**config.mk**
```make
export PLATFORM = sky130hd
export DESIGN_NAME = ppp_ctrl
export DESIGN_NICKNAME = d
export VERILOG_FILES = /design/src/design/ppp_pkg.sv /design/src/design/ppp_path.sv /design/src/design/ppp_ctrl.sv
export SDC_FILE = /design/constraint.sdc
export NUM_CORES = 1
export LEC_CHECK = 0
export BUFFER_PORTS_ARGS = -buffer_cell sky130_fd_sc_hd__buf_2
export CAP_MARGIN = 20
export CORE_MARGIN = 2
export CORE_UTILIZATION = 40
export CTS_CLUSTER_DIAMETER = 100
export CTS_CLUSTER_SIZE = 16
export DETAILED_ROUTE_END_ITERATION = 7
export PLACE_DENSITY = 0.62
export SLEW_MARGIN = 40
export SYNTH_ARGS = -nofsm -noshare
export SYNTH_HDL_FRONTEND = slang
export SYNTH_SLANG_ARGS = --single-unit
export TNS_END_PERCENT = 20
```
**constraint.sdc**
```tcl
create_clock -name i_clk -period 4.29 [get_ports i_clk]
set_input_delay 0.6435 -clock i_clk [delete_from_list [all_inputs] [get_ports i_clk]]
set_output_delay 0.6435 -clock i_clk [all_outputs]
set_load 0.02 [all_outputs]
```
**src/design/ppp_pkg.sv**
```systemverilog
package ppp_pkg;
  localparam int unsigned CLK_HZ      = 20000000;
  // Clamp deglitch time in microseconds
  localparam int unsigned DEGLITCH_US = 10;
  localparam logic [15:0] DEGLITCH_CYC = 16'((CLK_HZ / 1000000) * DEGLITCH_US);
  // Supply good debounce, cycles
  localparam logic [7:0]  POR_GOOD_CYC = 8'h10;
  // Hard reset pulse length, cycles
  localparam logic [7:0]  HRST_CYC     = 8'h20;
  localparam int unsigned NPORT        = 2;
  // Fault flag bit positions
  localparam int unsigned F_CLAMP = 0;
  localparam int unsigned F_OCP   = 1;
  localparam int unsigned F_OVP   = 2;
  localparam int unsigned F_UVP   = 3;
  localparam int unsigned F_RCP   = 4;
  localparam int unsigned NFLT    = 5;
  localparam logic [4:0]  FLT_RST = 5'h00;

  typedef enum logic [2:0] {
    PPP_SUP_OFF  = 3'b001,
    PPP_SUP_BUS  = 3'b010,
    PPP_SUP_MAIN = 3'b100
  } ppp_sup_e;
endpackage

```
**src/design/ppp_path.sv**
```systemverilog
module ppp_path (
  input  wire logic                     i_clk,
  input  wire logic                     i_rst_b,
  input  wire logic                     i_ce,
  input  wire logic                     i_en,
  input  wire logic                     i_source,
  input  wire logic                     i_clamp_exceeded,
  input  wire logic                     i_ocp_trip,
  input  wire logic                     i_ov,
  input  wire logic                     i_uv,
  input  wire logic                     i_rev,
  input  wire logic                     i_clear,
  output logic                          o_sw_on,
  output logic                          o_clamp_arm,
  output logic                          o_rcp_comparator,
  output logic                          o_ext_en,
  output logic [ppp_pkg::NFLT-1:0]      o_flags
);
  logic [15:0]               cnt;
  logic [15:0]               next_cnt;
  logic [ppp_pkg::NFLT-1:0]  flags;
  logic [ppp_pkg::NFLT-1:0]  next_flags;
  logic [ppp_pkg::NFLT-1:0]  trip;
  logic                      clamp_act;

  always_comb begin
    clamp_act = i_en && i_source && i_clamp_exceeded;
    next_cnt  = clamp_act ? ((cnt == 16'hFFFF) ? cnt : cnt + 16'h0001) : 16'h0000;
    trip                   = '0;
    trip[ppp_pkg::F_CLAMP] = clamp_act && (cnt >= ppp_pkg::DEGLITCH_CYC);
    trip[ppp_pkg::F_OCP]   = i_en && i_ocp_trip;
    trip[ppp_pkg::F_OVP]   = i_en && i_ov;
    trip[ppp_pkg::F_UVP]   = i_en && i_uv;
    trip[ppp_pkg::F_RCP]   = i_en && i_rev;
    // Set wins over clear
    next_flags = (i_clear ? '0 : flags) | trip;
  end

  always_ff @(posedge i_clk) begin
    if (!i_rst_b) begin
      cnt   <= 16'h0000;
      flags <= ppp_pkg::FLT_RST;
    end else if (i_ce) begin
      cnt   <= next_cnt;
      flags <= next_flags;
    end
  end

  assign o_flags          = flags;
  // Latched off until firmware clears
  assign o_sw_on          = i_en && (flags == '0) && (trip == '0);
  assign o_clamp_arm      = i_en && i_source;
  assign o_rcp_comparator = i_source;
  // Only voltage faults drop the external path
  assign o_ext_en = i_en && !flags[ppp_pkg::F_OVP] && !flags[ppp_pkg::F_UVP]
                    && !i_ov && !i_uv;
endmodule

```
**src/design/ppp_ctrl.sv**
```systemverilog
// Functional notes
// Core power comes from the main supply whenever it is good, else from the bus.
// Bus to main switchover happens on its own without a reset.
// Losing main supply below its threshold while on main with bus present issues a hard reset.
// Each supply must be judged good by its own debounced power-on check before use.
// The bus regulator runs only while the main supply is absent.
// Each switch is configured as sink or source independently.
// The overcurrent clamp is armed only on a source path, at a firmware-set level.
// A clamp event lasting beyond the deglitch time latches the switch off.
// A forward-drop trip latches the switch off at once.
// Over- or under-voltage on a port's bus disables its path.
// Source paths use comparator reverse protection, sinks use ideal-diode mode.
// A flagged reverse current turns the switch off in either mode.
// External path controls drive high to enable their paths.
// Over- or under-voltage drops the external path controls.
// Overcurrent and thermal events leave the external path controls alone.
// A tripped switch stays off until firmware clears and re-enables it; the code turns it back on at the clear alone while i_path_en stays high.
// Each trip sets a sticky per-port cause flag.
module ppp_ctrl (
  input  wire logic                                i_clk,
  input  wire logic                                i_rst_b,
  input  wire logic                                i_ce,
  input  wire logic                                i_main_supply_input,
  input  wire logic                                i_main_below_thr,
  input  wire logic [ppp_pkg::NPORT-1:0]           i_vbus_present,
  input  wire logic [ppp_pkg::NPORT-1:0]           i_path_en,
  input  wire logic [ppp_pkg::NPORT-1:0]           i_path_source,
  input  wire logic [ppp_pkg::NPORT-1:0]           i_ext_cfg,
  input  wire logic [ppp_pkg::NPORT*2-1:0]         i_clamp_current_level,
  input  wire logic [ppp_pkg::NPORT-1:0]           i_clamp_exceeded,
  input  wire logic [ppp_pkg::NPORT-1:0]           i_trip_current_level,
  input  wire logic [ppp_pkg::NPORT-1:0]           i_ov,
  input  wire logic [ppp_pkg::NPORT-1:0]           i_uv,
  input  wire logic [ppp_pkg::NPORT-1:0]           i_rev,
  input  wire logic [ppp_pkg::NPORT-1:0]           i_fault_clear,
  output logic                                     o_core_from_main,
  output logic                                     o_core_from_bus,
  output logic                                     o_bus_ldo_en,
  output logic                                     o_hard_reset,
  output logic [ppp_pkg::NPORT-1:0]                o_high_voltage_power_path_on,
  output logic [ppp_pkg::NPORT-1:0]                o_clamp_arm,
  output logic [ppp_pkg::NPORT*2-1:0]              o_clamp_level,
  output logic [ppp_pkg::NPORT-1:0]                o_rcp_comparator,
  output logic                                     o_ext_path_ctrl_a,
  output logic                                     o_ext_path_ctrl_b,
  output logic [ppp_pkg::NPORT*ppp_pkg::NFLT-1:0]  o_fault_flags
);
  // Two-flop synchronisers for the analog comparator levels
  localparam int unsigned NS = 3 + 5 * ppp_pkg::NPORT;
  logic [NS-1:0] s1;
  logic [NS-1:0] s2;
  logic [NS-1:0] next_s1;
  always_comb begin
    next_s1 = {i_main_supply_input, i_main_below_thr, |i_vbus_present,
               i_clamp_exceeded, i_trip_current_level, i_ov, i_uv, i_rev};
  end
  always_ff @(posedge i_clk) begin
    if (!i_rst_b) begin
      s1 <= '0;
      s2 <= '0;
    end else if (i_ce) begin
      s1 <= next_s1;
      s2 <= s1;
    end
  end
  logic                         main_raw;
  logic                         main_low;
  logic                         bus_raw;
  logic [ppp_pkg::NPORT-1:0]    clx;
  logic [ppp_pkg::NPORT-1:0]    ocx;
  logic [ppp_pkg::NPORT-1:0]    ovx;
  logic [ppp_pkg::NPORT-1:0]    uvx;
  logic [ppp_pkg::NPORT-1:0]    rvx;
  assign {main_raw, main_low, bus_raw, clx, ocx, ovx, uvx, rvx} = s2;

  // Supply supervision and selection
  ppp_pkg::ppp_sup_e sup;
  ppp_pkg::ppp_sup_e next_sup;
  logic [7:0]        main_cnt;
  logic [7:0]        next_main_cnt;
  logic [7:0]        bus_cnt;
  logic [7:0]        next_bus_cnt;
  logic [7:0]        hr_cnt;
  logic [7:0]        next_hr_cnt;
  logic              main_good;
  logic              bus_good;

  always_comb begin
    next_main_cnt = (main_raw && !main_low) ?
                    ((main_cnt == ppp_pkg::POR_GOOD_CYC) ? main_cnt : main_cnt + 8'h01) : 8'h00;
    next_bus_cnt  = bus_raw ?
                    ((bus_cnt == ppp_pkg::POR_GOOD_CYC) ? bus_cnt : bus_cnt + 8'h01) : 8'h00;
    main_good     = (main_cnt == ppp_pkg::POR_GOOD_CYC);
    bus_good      = (bus_cnt == ppp_pkg::POR_GOOD_CYC);
    next_hr_cnt   = (hr_cnt != 8'h00) ? hr_cnt - 8'h01 : 8'h00;
    next_sup      = sup;
    case (sup)
      ppp_pkg::PPP_SUP_OFF: begin
        if (main_good) begin
          next_sup = ppp_pkg::PPP_SUP_MAIN;
        end else if (bus_good) begin
          next_sup = ppp_pkg::PPP_SUP_BUS;
        end
      end
      ppp_pkg::PPP_SUP_BUS: begin
        if (main_good) begin
          next_sup = ppp_pkg::PPP_SUP_MAIN;
        end else if (!bus_good) begin
          next_sup = ppp_pkg::PPP_SUP_OFF;
        end
      end
      ppp_pkg::PPP_SUP_MAIN: begin
        if (!main_good) begin
          if (bus_good && main_low) begin
            next_sup    = ppp_pkg::PPP_SUP_BUS;
            next_hr_cnt = ppp_pkg::HRST_CYC;
          end else if (bus_good) begin
            next_sup = ppp_pkg::PPP_SUP_BUS;
          end else begin
            next_sup = ppp_pkg::PPP_SUP_OFF;
          end
        end
      end
      default: next_sup = ppp_pkg::PPP_SUP_OFF;
    endcase
  end

  always_ff @(posedge i_clk) begin
    if (!i_rst_b) begin
      sup      <= ppp_pkg::PPP_SUP_OFF;
      main_cnt <= 8'h00;
      bus_cnt  <= 8'h00;
      hr_cnt   <= 8'h00;
    end else if (i_ce) begin
      sup      <= next_sup;
      main_cnt <= next_main_cnt;
      bus_cnt  <= next_bus_cnt;
      hr_cnt   <= next_hr_cnt;
    end
  end

  // Per-port protection
  logic [ppp_pkg::NPORT-1:0]               sw_on;
  logic [ppp_pkg::NPORT-1:0]               arm;
  logic [ppp_pkg::NPORT-1:0]               rcpc;
  logic [ppp_pkg::NPORT-1:0]               ext;
  logic [ppp_pkg::NPORT*ppp_pkg::NFLT-1:0] flg;
  for (genvar p = 0; p < ppp_pkg::NPORT; p++) begin : g_port
    ppp_path u_path (
      .i_clk            (i_clk),
      .i_rst_b          (i_rst_b),
      .i_ce             (i_ce),
      .i_en             (i_path_en[p]),
      .i_source         (i_path_source[p]),
      .i_clamp_exceeded (clx[p]),
      .i_ocp_trip       (ocx[p]),
      .i_ov             (ovx[p]),
      .i_uv             (uvx[p]),
      .i_rev            (rvx[p]),
      .i_clear          (i_fault_clear[p]),
      .o_sw_on          (sw_on[p]),
      .o_clamp_arm      (arm[p]),
      .o_rcp_comparator (rcpc[p]),
      .o_ext_en         (ext[p]),
      .o_flags          (flg[p*ppp_pkg::NFLT +: ppp_pkg::NFLT])
    );
  end

  logic                                    next_core_from_main;
  logic                                    next_core_from_bus;
  logic                                    next_bus_ldo_en;
  logic                                    next_hard_reset;
  logic [ppp_pkg::NPORT-1:0]               next_hv_on;
  logic [ppp_pkg::NPORT-1:0]               next_clamp_arm;
  logic [ppp_pkg::NPORT*2-1:0]             next_clamp_level;
  logic [ppp_pkg::NPORT-1:0]               next_rcp_comparator;
  logic                                    next_ext_path_ctrl_a;
  logic                                    next_ext_path_ctrl_b;
  logic [ppp_pkg::NPORT*ppp_pkg::NFLT-1:0] next_fault_flags;

  // Selection follows the next supply state so it never lags the regulator enable on a switch between main and bus
  always_comb begin
    next_core_from_main  = (next_sup == ppp_pkg::PPP_SUP_MAIN);
    next_core_from_bus   = (next_sup == ppp_pkg::PPP_SUP_BUS);
    next_bus_ldo_en      = !main_good && bus_raw;
    next_hard_reset      = (hr_cnt != 8'h00);
    next_hv_on           = sw_on & ~i_ext_cfg;
    next_clamp_arm       = arm;
    next_clamp_level     = i_clamp_current_level;
    next_rcp_comparator  = rcpc;
    next_ext_path_ctrl_a = i_ext_cfg[0] && ext[0];
    next_ext_path_ctrl_b = i_ext_cfg[1] && ext[1];
    next_fault_flags     = flg;
  end

  always_ff @(posedge i_clk) begin
    if (!i_rst_b) begin
      o_core_from_main             <= 1'b0;
      o_core_from_bus              <= 1'b0;
      o_bus_ldo_en                 <= 1'b0;
      o_hard_reset                 <= 1'b0;
      o_high_voltage_power_path_on <= '0;
      o_clamp_arm                  <= '0;
      o_clamp_level                <= '0;
      o_rcp_comparator             <= '0;
      o_ext_path_ctrl_a            <= 1'b0;
      o_ext_path_ctrl_b            <= 1'b0;
      o_fault_flags                <= '0;
    end else if (i_ce) begin
      o_core_from_main             <= next_core_from_main;
      o_core_from_bus              <= next_core_from_bus;
      o_bus_ldo_en                 <= next_bus_ldo_en;
      o_hard_reset                 <= next_hard_reset;
      o_high_voltage_power_path_on <= next_hv_on;
      o_clamp_arm                  <= next_clamp_arm;
      o_clamp_level                <= next_clamp_level;
      o_rcp_comparator             <= next_rcp_comparator;
      o_ext_path_ctrl_a            <= next_ext_path_ctrl_a;
      o_ext_path_ctrl_b            <= next_ext_path_ctrl_b;
      o_fault_flags                <= next_fault_flags;
    end
  end
endmodule

```
---- After elaboration in Yosys (flattened, before gate mapping) ----
Cells that the tools add are included.
word-level totals
  input bits .............................. 29
  logic and storage cells ................. 118
  register bits after elaboration ......... 121
operators by class
  reductions and logical operators ........ 51
  equal/unequal tests ..................... 13
  mux-type cells .......................... 22
  bitwise gates (word level) .............. 4
  order comparisons ....................... 2
  $add $sub $neg .......................... 5
operator list
  cell                   count
  $mux 16                4
  $mux 8                 8
  $add 16x1->16 const B  2
  $eq 16x16->1 const B   2
  $ge 16x8->1 const B    2
  $logic_and 1x1->1      31
  $logic_not 5->1        4
  $add 8x1->8 const B    2
  $eq 8x5->1 const B     2
  $mux 3                 5
  $logic_not 1->1        10
  $mux 5                 2
  $or 5x5->5             2
  $pmux 3 s3             1
  $ne 2x2->1 const B     4
  $reduce_and 2->1       4
  $reduce_bool 8->1      1
  $sub 8x1->8 const B    1
  $eq 3x2->1 const B     2
  $eq 3x3->1 const B     2
  $mux 2                 2
  $eq 3x1->1 const B     1
  $and 2x2->2            1
  $not 2->2              1
  $reduce_or 2->1        1

---- Logic depth before layout (Yosys ltp) ----
Gate-level depths: netlist (run 1).
  depth in word-level cells ............... 6
  gate-level depth with buffers ........... 6

---- Modules after synthesis ----
A second synthesis (run 1) with hierarchy kept.
second synthesis, totals
  cells, all modules ...................... 613
  area, all modules ....................... 5716.7 µm²
modules (own cells, without submodules)
  module    area an instance (µm²)  seq. area each (µm²)  cells each  instances
  ppp_ctrl  3409.5                  1581.5                347         1
  ppp_path  1153.6                  420.4                 133         2

---- Least setup slack after synthesis (run 1) ----
No wires, ideal clock.
  path type ............................... input-to-reg
  start point ............................. in i_path_en[0] (netlist bit)
  end point ............................... reg g_port[0].u_path.cnt[14]
  buffers on the path ..................... 2
  required time ........................... 4189 ps
  setup slack ............................. 2398 ps
  data arrival time ....................... 1791 ps
  stages .................................. 6
  cells stage by stage .................... clkbuf_1 -> nand3_1 -> a21oi_1 -> clkbuf_1 -> o311ai_0 -> o41ai_1
between the ends
  cells in the longest elaborated chain, start to end .. 4
  elaborated cells between the ends (all ways) .. 5
RTL lines
  what                               RTL line        text
  start: declaration                 ppp_ctrl.sv:26  input wire logic [ppp_pkg::NPORT-1:0] i_path_en,
  $logic_and 1x1->1 * (2 in series)  ppp_path.sv:27  clamp_act = i_en && i_source && i_clamp_exceeded;
  $ne 2x2->1 (no line)               -
  $reduce_and 2->1 (no line)         -
  end signal: assignment             ppp_path.sv:44  cnt <= next_cnt;
  end: declaration                   ppp_path.sv:19  logic [15:0] cnt;
Every way passes the cells marked *; elsewhere a longest branch is shown, timed or not.
A chain may end at the register's enable or synchronous reset.

---- Worst setup path in the final report (run 1) ----
  start point ............................. in i_ce
  end point ............................... reg g_port[1].u_path.cnt[11]
between the ends
  cells in the longest elaborated chain, start to end .. 1
RTL lines
  what                        RTL line        text
  start: declaration          ppp_ctrl.sv:22  input wire logic i_ce,
  $reduce_and 2->1 (no line)  -
  end signal: assignment      ppp_path.sv:44
  end: declaration            ppp_path.sv:19
No other way between the ends.

==> impl_metrics.toml, run 1 <==
[status]
status = "complete, no violations"

[floorplanning]
die_h_um = 122
ioPinCount = 55
num_rows = 43
start_util_pct = 40.4
dieArea_um2 = 14800
core_area_um2 = 13700
die_width_um = 122

[sta]
rsz0062_at_grt = "false"
hold_viol_final = 0
skew_ns = 0.00968
maxSlewHeadroom_pct = 51.9
setup_viol = 0
slew_violations = 0
setup-tns-final_ns = 0
fmax_ghz = 0.421
timing.final.crit_share_pct = 55.4
worst_pin_slew_ns = 0.715
post-route-min-period_ns = 2.38

[setup_path]
worst-setup-path-type = "in -> reg"
path_cells = "buf_4 -> buf_4 -> and3_1 -> nand4_1 -> or4_1 -> a21oi_1"
cp_num_buf_inv = 2
startpoint_type = "input pin"
cp-end-kind = "register"
r2r_setup_slack_ns = 2.32
slowest_delay_ns = 0.56
arrival_ns = 2.71
crit_fanout = 45
critical-path-top-delay-family = "simple AND/OR/NAND/NOR gates"
crit_slowest_cell = "buf_4"
cp.required_ns = 4.62
path_common_cell = "buf_4"

[yosys]
synth_edf_count = 0
syn-num-nets = 660
synth_warnings = 0
async_flop_share_pct = 0
yosysSeqAreaShare_pct = 43.7
yosysTopAreaCell = "dfxtp_1"
synth_top_area_share_pct = 43.7
syn_inst = 621
synth.area.top_cells = "dfxtp_1 (44%), mux2i_1 (9.4%), nor2_1 (5.6%)"
syn_avg_cell_area_um2 = 8.93
synth-seq-cells = 121
synth_most_common_cell = "dfxtp_1"
ys_top_cells_by_count = "dfxtp_1 (121), nor2_1 (82), mux2i_1 (52)"
ys.flop_type = "dfxtp_1"
ys_types = 55
netlist_area_um2 = 5540

[pwr]
p_leak_nw = 2.50
powerDensity_nw_per_um2 = 465
total_power_mw = 3.06
ir_drop_uv = 310

[final_layout]
nFillCells = 1273
multi_input_area_um2 = 2950
area_growth_pct = 18.6
register_area_um2 = 2420
drive_gt1_share_pct = 15.4
antennaDiodeCount = 0
fin_nets = 709

[placement]
gp_congestion = 0.855
dp_hpwl_um = 8480
portBuffers = 54

[clock_network]
worstSkewPairLatency_ns = 0.41
cts_buffers = 17
cts.sinks = 121
cts-hold-fix-buffers = 0
cts_root_buf = "clkbuf_16"
ctsResizeCount = 0
clk_pin_slew_ns = 0.06
cts_max_level = 4
post_cts_buffers = 0
cts_tree = "yes"
cts.path.max_buffers = 2

[route]
vias_per_cell = 5.57
firstDrtPassIters = 5
wl_um = 12700
wl_per_cell_um = 14.7
drc = 0
drtIter0Drc = 268
num_vias = 4808
ant_nets = 0

[grt]
grt_overflow = 0
grt_pass1_wl_um = 21100
antenna_found_initial = 0
grt_max_degree = 70
grt_pass1_vias = 4453
track_usage_pct = 17.5

[hold_path]
hold_class = "in -> reg"

[run]
drv_cap = 0
[final timing paths]
check | start | to | cells after the start
max | i_ce | g_port[1].u_path.cnt[11] | 6
min | i_uv[1] | s1[3] | 3
max reg2reg | main_cnt[0] | main_cnt[2] | 6
min reg2reg | o_clamp_arm[1] | o_clamp_arm[1] | 2
[per-layer routing]
layer  wire [um]  GRT usage [%]  vias up
met2        5720           27.0      139
met5           0              0        -
met3         717           4.92       28
met4         230           7.47        0
met1        6020           23.1     2250
li1            -              -     2391
[report_power, final]
| group | switching, mW | internal (mW) | total (mW) |
|---|---|---|---|
| combinational | 0.225 | 0.154 | 0.379 |
| sequential | 0.0601 | 1.18 | 1.24 |
| clock | 0.531 | 0.904 | 1.43 |
[worst register-to-register path: cells and delay by family (launching register included)]
kind | cells | cell delay, ns
flip-flops | 1 | 0.34
AO/OA/AOI/OAI | 2 | 0.54
adder cells (fa/ha/maj) | 1 | 0.15
AND/OR/NAND/NOR | 2 | 0.69
buffers and inverters | 1 | 0.10
[layout make-up]
cell class | instances | share of cell area, %
tap | 180 | 3.42
inverter | 17 | 0.970
clock buffer | 20 | 7.10
sequential | 121 | 36.8
timing repair buffer | 59 | 4.72
clock inverter | 12 | 2.11
multi-input combinational | 454 | 44.9
[metrics by stage]
stage          instances  utilization [%]  hold slack (ns)  instance area, um^2  setup WS [ns]
2_1_floorplan        621                -            0.448                 5540           2.40
3_3_place_gp         831             43.4            0.465                 5960           1.59
4_1_cts              863             47.9            0.456                 6570           1.95
3_5_place_dp         831             43.5            0.473                 5970           1.53
6_report             863             47.9            0.462                 6580           1.91
5_1_grt              863             47.9            0.464                 6580           1.77
[logic make-up (layout without fill, tap and decap cells)]
kind of cell | count (synthesis) | count (layout) | synth area share [%]
and+or+nand+nor | 264 | 264 | 24.8
DFF | 121 | 121 | 43.7
AOI/OAI and AO/OA | 116 | 116 | 14.6
muxes | 52 | 52 | 9.39
buffers and inverters | 46 | 108 | 3.36
xor gates and xnor gates | 12 | 12 | 1.90
adders and majority gates | 10 | 10 | 2.26
[state kept, by name (all words and copies together) (netlist names)]
name / flops
o_hard_reset: 1
o_bus_ldo_en: 1
sup: 3
o_fault_flags: 10
o_core_from_bus: 1
o_ext_path_ctrl_b: 1
s1: 13
s2: 13
o_ext_path_ctrl_a: 1
bus_cnt: 8
o_core_from_main: 1
hr_cnt: 8
g_port.u_path.o_flags: 10
o_rcp_comparator: 2
o_clamp_level: 4
main_cnt: 8
o_high_voltage_power_path_on: 2
o_clamp_arm: 2
g_port.u_path.cnt: 32
[placed cells by master (no fill, tap or decap), types with 7 or more instances in the layout]
cell	synthesis	layout
o21a_1	7	7
nor4_1	14	14
inv_1	16	16
clkbuf_16	0	17
dfxtp_1	121	121
a21oi_1	32	31
ha_1	10	10
xor2_1	11	11
o31ai_1	8	8
nor2_1	82	82
buf_2	11	53
nand2b_1	9	9
mux2i_1	52	52
nand4_1	17	17
a31oi_1	8	8
and3_1	8	8
nand3_1	35	35
o21ai_0	15	15
and4_1	7	7
or4_1	7	7
a32oi_1	11	11
nand2_1	47	47
clkinvlp_4	0	7
Note: power is estimated with default switching activity, not from simulation.
==> inputs of run 2 (changes only) <==
Settings changed: ABC_AREA set to 1, PLACE_DENSITY 0.62 to 0.64.
Clock period 4.29 ns to 2 ns, I/O delays scaled along.
==> run 2 against run 1 <==
Against the previous run:
- critical path type is now reg -> reg
- largest cell class unchanged
- final cell count increased by 27%
- sequential power increased by 110%
- flip-flop and latch count unchanged
- highest routed layer unchanged
- core utilization decreased by 0.078 points
==> impl_metrics.toml, run 2 <==
[grt]
track_usage_pct = 17.6
grt_overflow = 0
grt_pass1_wl_um = 23200
grt_pass1_vias = 5053
grt_util_met3_pct = 4.12
busiest_layer = "met2"
antenna_found_initial = 0
met1_usage_pct = 23.0
use_met2_pct = 27.9
grt_max_degree = 68

[final_layout]
drive_gt1_share_pct = 14.2
nFillCells = 1477
largest_reg_flops = 32
antennaDiodeCount = 0
area_growth_pct = 17.0
top_register = "g_port.u_path.cnt"
register_area_um2 = 2420
final_common_cell = "nand2_1"
finalNonFillerCells = 1098
fin_nets = 943
multi_input_area_um2 = 3000
reg_top3 = "g_port.u_path.cnt: 32 flops, s1: 13 flops, s2: 13 flops"
utilization_pct = 47.9
final_cell_mix = "nand2_1 (166), nor2_1 (157), dfxtp_1 (121), inv_1 (83), o21ai_0 (67)"

[pwr]
p_leak_nw = 2.87
seq_power_share_pct = 40.4
total_power_mw = 6.60
p_comb_share_pct = 13.5
intPower_mw = 4.90
clock_power_share_pct = 46.1
ir_drop_uv = 551
netSwitchingPower_mw = 1.70
swShare_pct = 25.8
powerDensity_nw_per_um2 = 952

[clock_network]
ctsResizeCount = 0
cts-hold-fix-buffers = 0
cts.sinks = 121
clk_pin_slew_ns = 0.05
cts_max_level = 4
post_cts_buffers = 0
cts_root_buf = "clkbuf_16"
cts_tree = "yes"
cts.path.max_buffers = 2
worstSkewPairLatency_ns = 0.41
cts_buffers = 17

[yosys]
ys_types = 35
yosysTopAreaCell = "dfxtp_1"
netlist_area_um2 = 5920
synth_top_area_share_pct = 40.9
ys.flop_type = "dfxtp_1"
yosysSeqAreaShare_pct = 40.9
synth_warnings = 0
synth.area.top_cells = "dfxtp_1 (41%), nand2_1 (11%), nor2_1 (9.9%)"
syn-num-nets = 892
synth_most_common_cell = "nand2_1"
synth-seq-cells = 121
synth_edf_count = 0
async_flop_share_pct = 0
syn_avg_cell_area_um2 = 6.95
ys_top_cells_by_count = "nand2_1 (166), nor2_1 (157), dfxtp_1 (121)"
syn_inst = 853

[sta]
worst_pin_slew_ns = 0.497
post-route-min-period_ns = 1.71
rsz0062_at_grt = "false"
setup-tns-final_ns = 0
setup_viol = 0
timing.final.crit_share_pct = 85.4
slew_violations = 0
skew_ns = 0.00825
maxSlewHeadroom_pct = 66.9
worst_slack_ns = 0.292
hold_viol_final = 0
fmax_ghz = 0.586

[setup_path]
startpoint = "bus_cnt[0]"
worst_r2r_endpoint = "hr_cnt[3]"
cp.required_ns = 2.30
cp-end-kind = "register"
r2r_setup_slack_ns = 0.29
arrival_ns = 2.01
startpoint_type = "register"
worst-setup-path-type = "reg -> reg"
r2r-start = "bus_cnt[0]"
ff2ff_path_depth = 10
crit_fanout = 8
crit_path_end = "hr_cnt[3]"

[route]
vias_per_cell = 4.86
wl_um = 13200
num_vias = 5341
drtIter0Drc = 330
drc = 0
firstDrtPassIters = 4
ant_nets = 0
wl_per_cell_um = 12.0

[floorplanning]
num_rows = 44
die_h_um = 126
dieArea_um2 = 15800
core_area_um2 = 14500
ioPinCount = 55
start_util_pct = 40.9
die_width_um = 126

[placement]
post-place-ws_ns = 0.255
gp_congestion = 0.851
portBuffers = 54
place_inst = 1069
dp_hpwl_um = 8970

[run]
drv_cap = 0

[hold_path]
hp-start = "i_trip_current_level[1]"
hold_class = "in -> reg"

[status]
status = "complete, no violations"
run 2: layout make-up:
cell class,count,share of cell area (%)
Clock buffer,22,6.70
Sequential cell,121,35.0
Tap cell,184,3.32
Inverter,90,4.87
Timing Repair Buffer,62,5.13
Multi-Input combinational cell,612,43.3
Clock inverter,7,1.72
run 2: power groups by stage:
stage,sequential [mW],combinational [mW],clock (mW)
final,2.66,0.891,3.04
after floorplan,2.73,0.662,0
after CTS,2.66,0.900,3.12
after detailed placement,2.71,0.893,0
after global routing,2.68,1.04,3.22
after global placement,2.71,0.894,0
run 2: worst min path at each step:
stage                       to  slack [ns]  cells past startpoint
6_report                 s1[7]        0.11                      3
5_1_grt                  s1[7]        0.10                      3
4_1_cts                  s1[6]         0.1                      3
3_5_place_dp   o_core_from_bus        0.45                      2
3_3_place_gp   o_core_from_bus        0.45                      2
2_1_floorplan           s1[10]        0.42                      2
run 2: cell families after synthesis:
group,synth area share (%)
AO/OA/AOI/OAI,14.4
XOR/XNOR,1.92
adder cells (fa/ha/maj),2.11
buffers and inverters,8.57
flip-flops,40.9
AND/OR/NAND/NOR,32.1
run 2: worst max-delay path, stage by stage, from the launching register on:
cell and delay, ns:
dfxtp_1 0.35, inv_1 0.09, ha_1 0.14, nor3b_1 0.17, nand2_1 0.11, inv_1 0.11, nand4_1 0.32, nand2_1 0.16
nand2_1 0.06, nand2_1 0.06, nor2_1 0.04
run 2: stage by stage:
step / hold WS (ns) / area (um^2)
CTS: 0.0970 / 6920
floorplan: 0.425 / 5920
global placement: 0.449 / 6340
finish: 0.114 / 6930
detailed placement: 0.452 / 6340
global route: 0.103 / 6930
run 2: routing by layer:
layer	wire length, um	up-vias	share of wire [%]
li1	-	2848	-
met1	6500	2380	49
met2	5950	96	45
met3	515	17	3.9
met4	195	0	1.5
met5	0	-	0
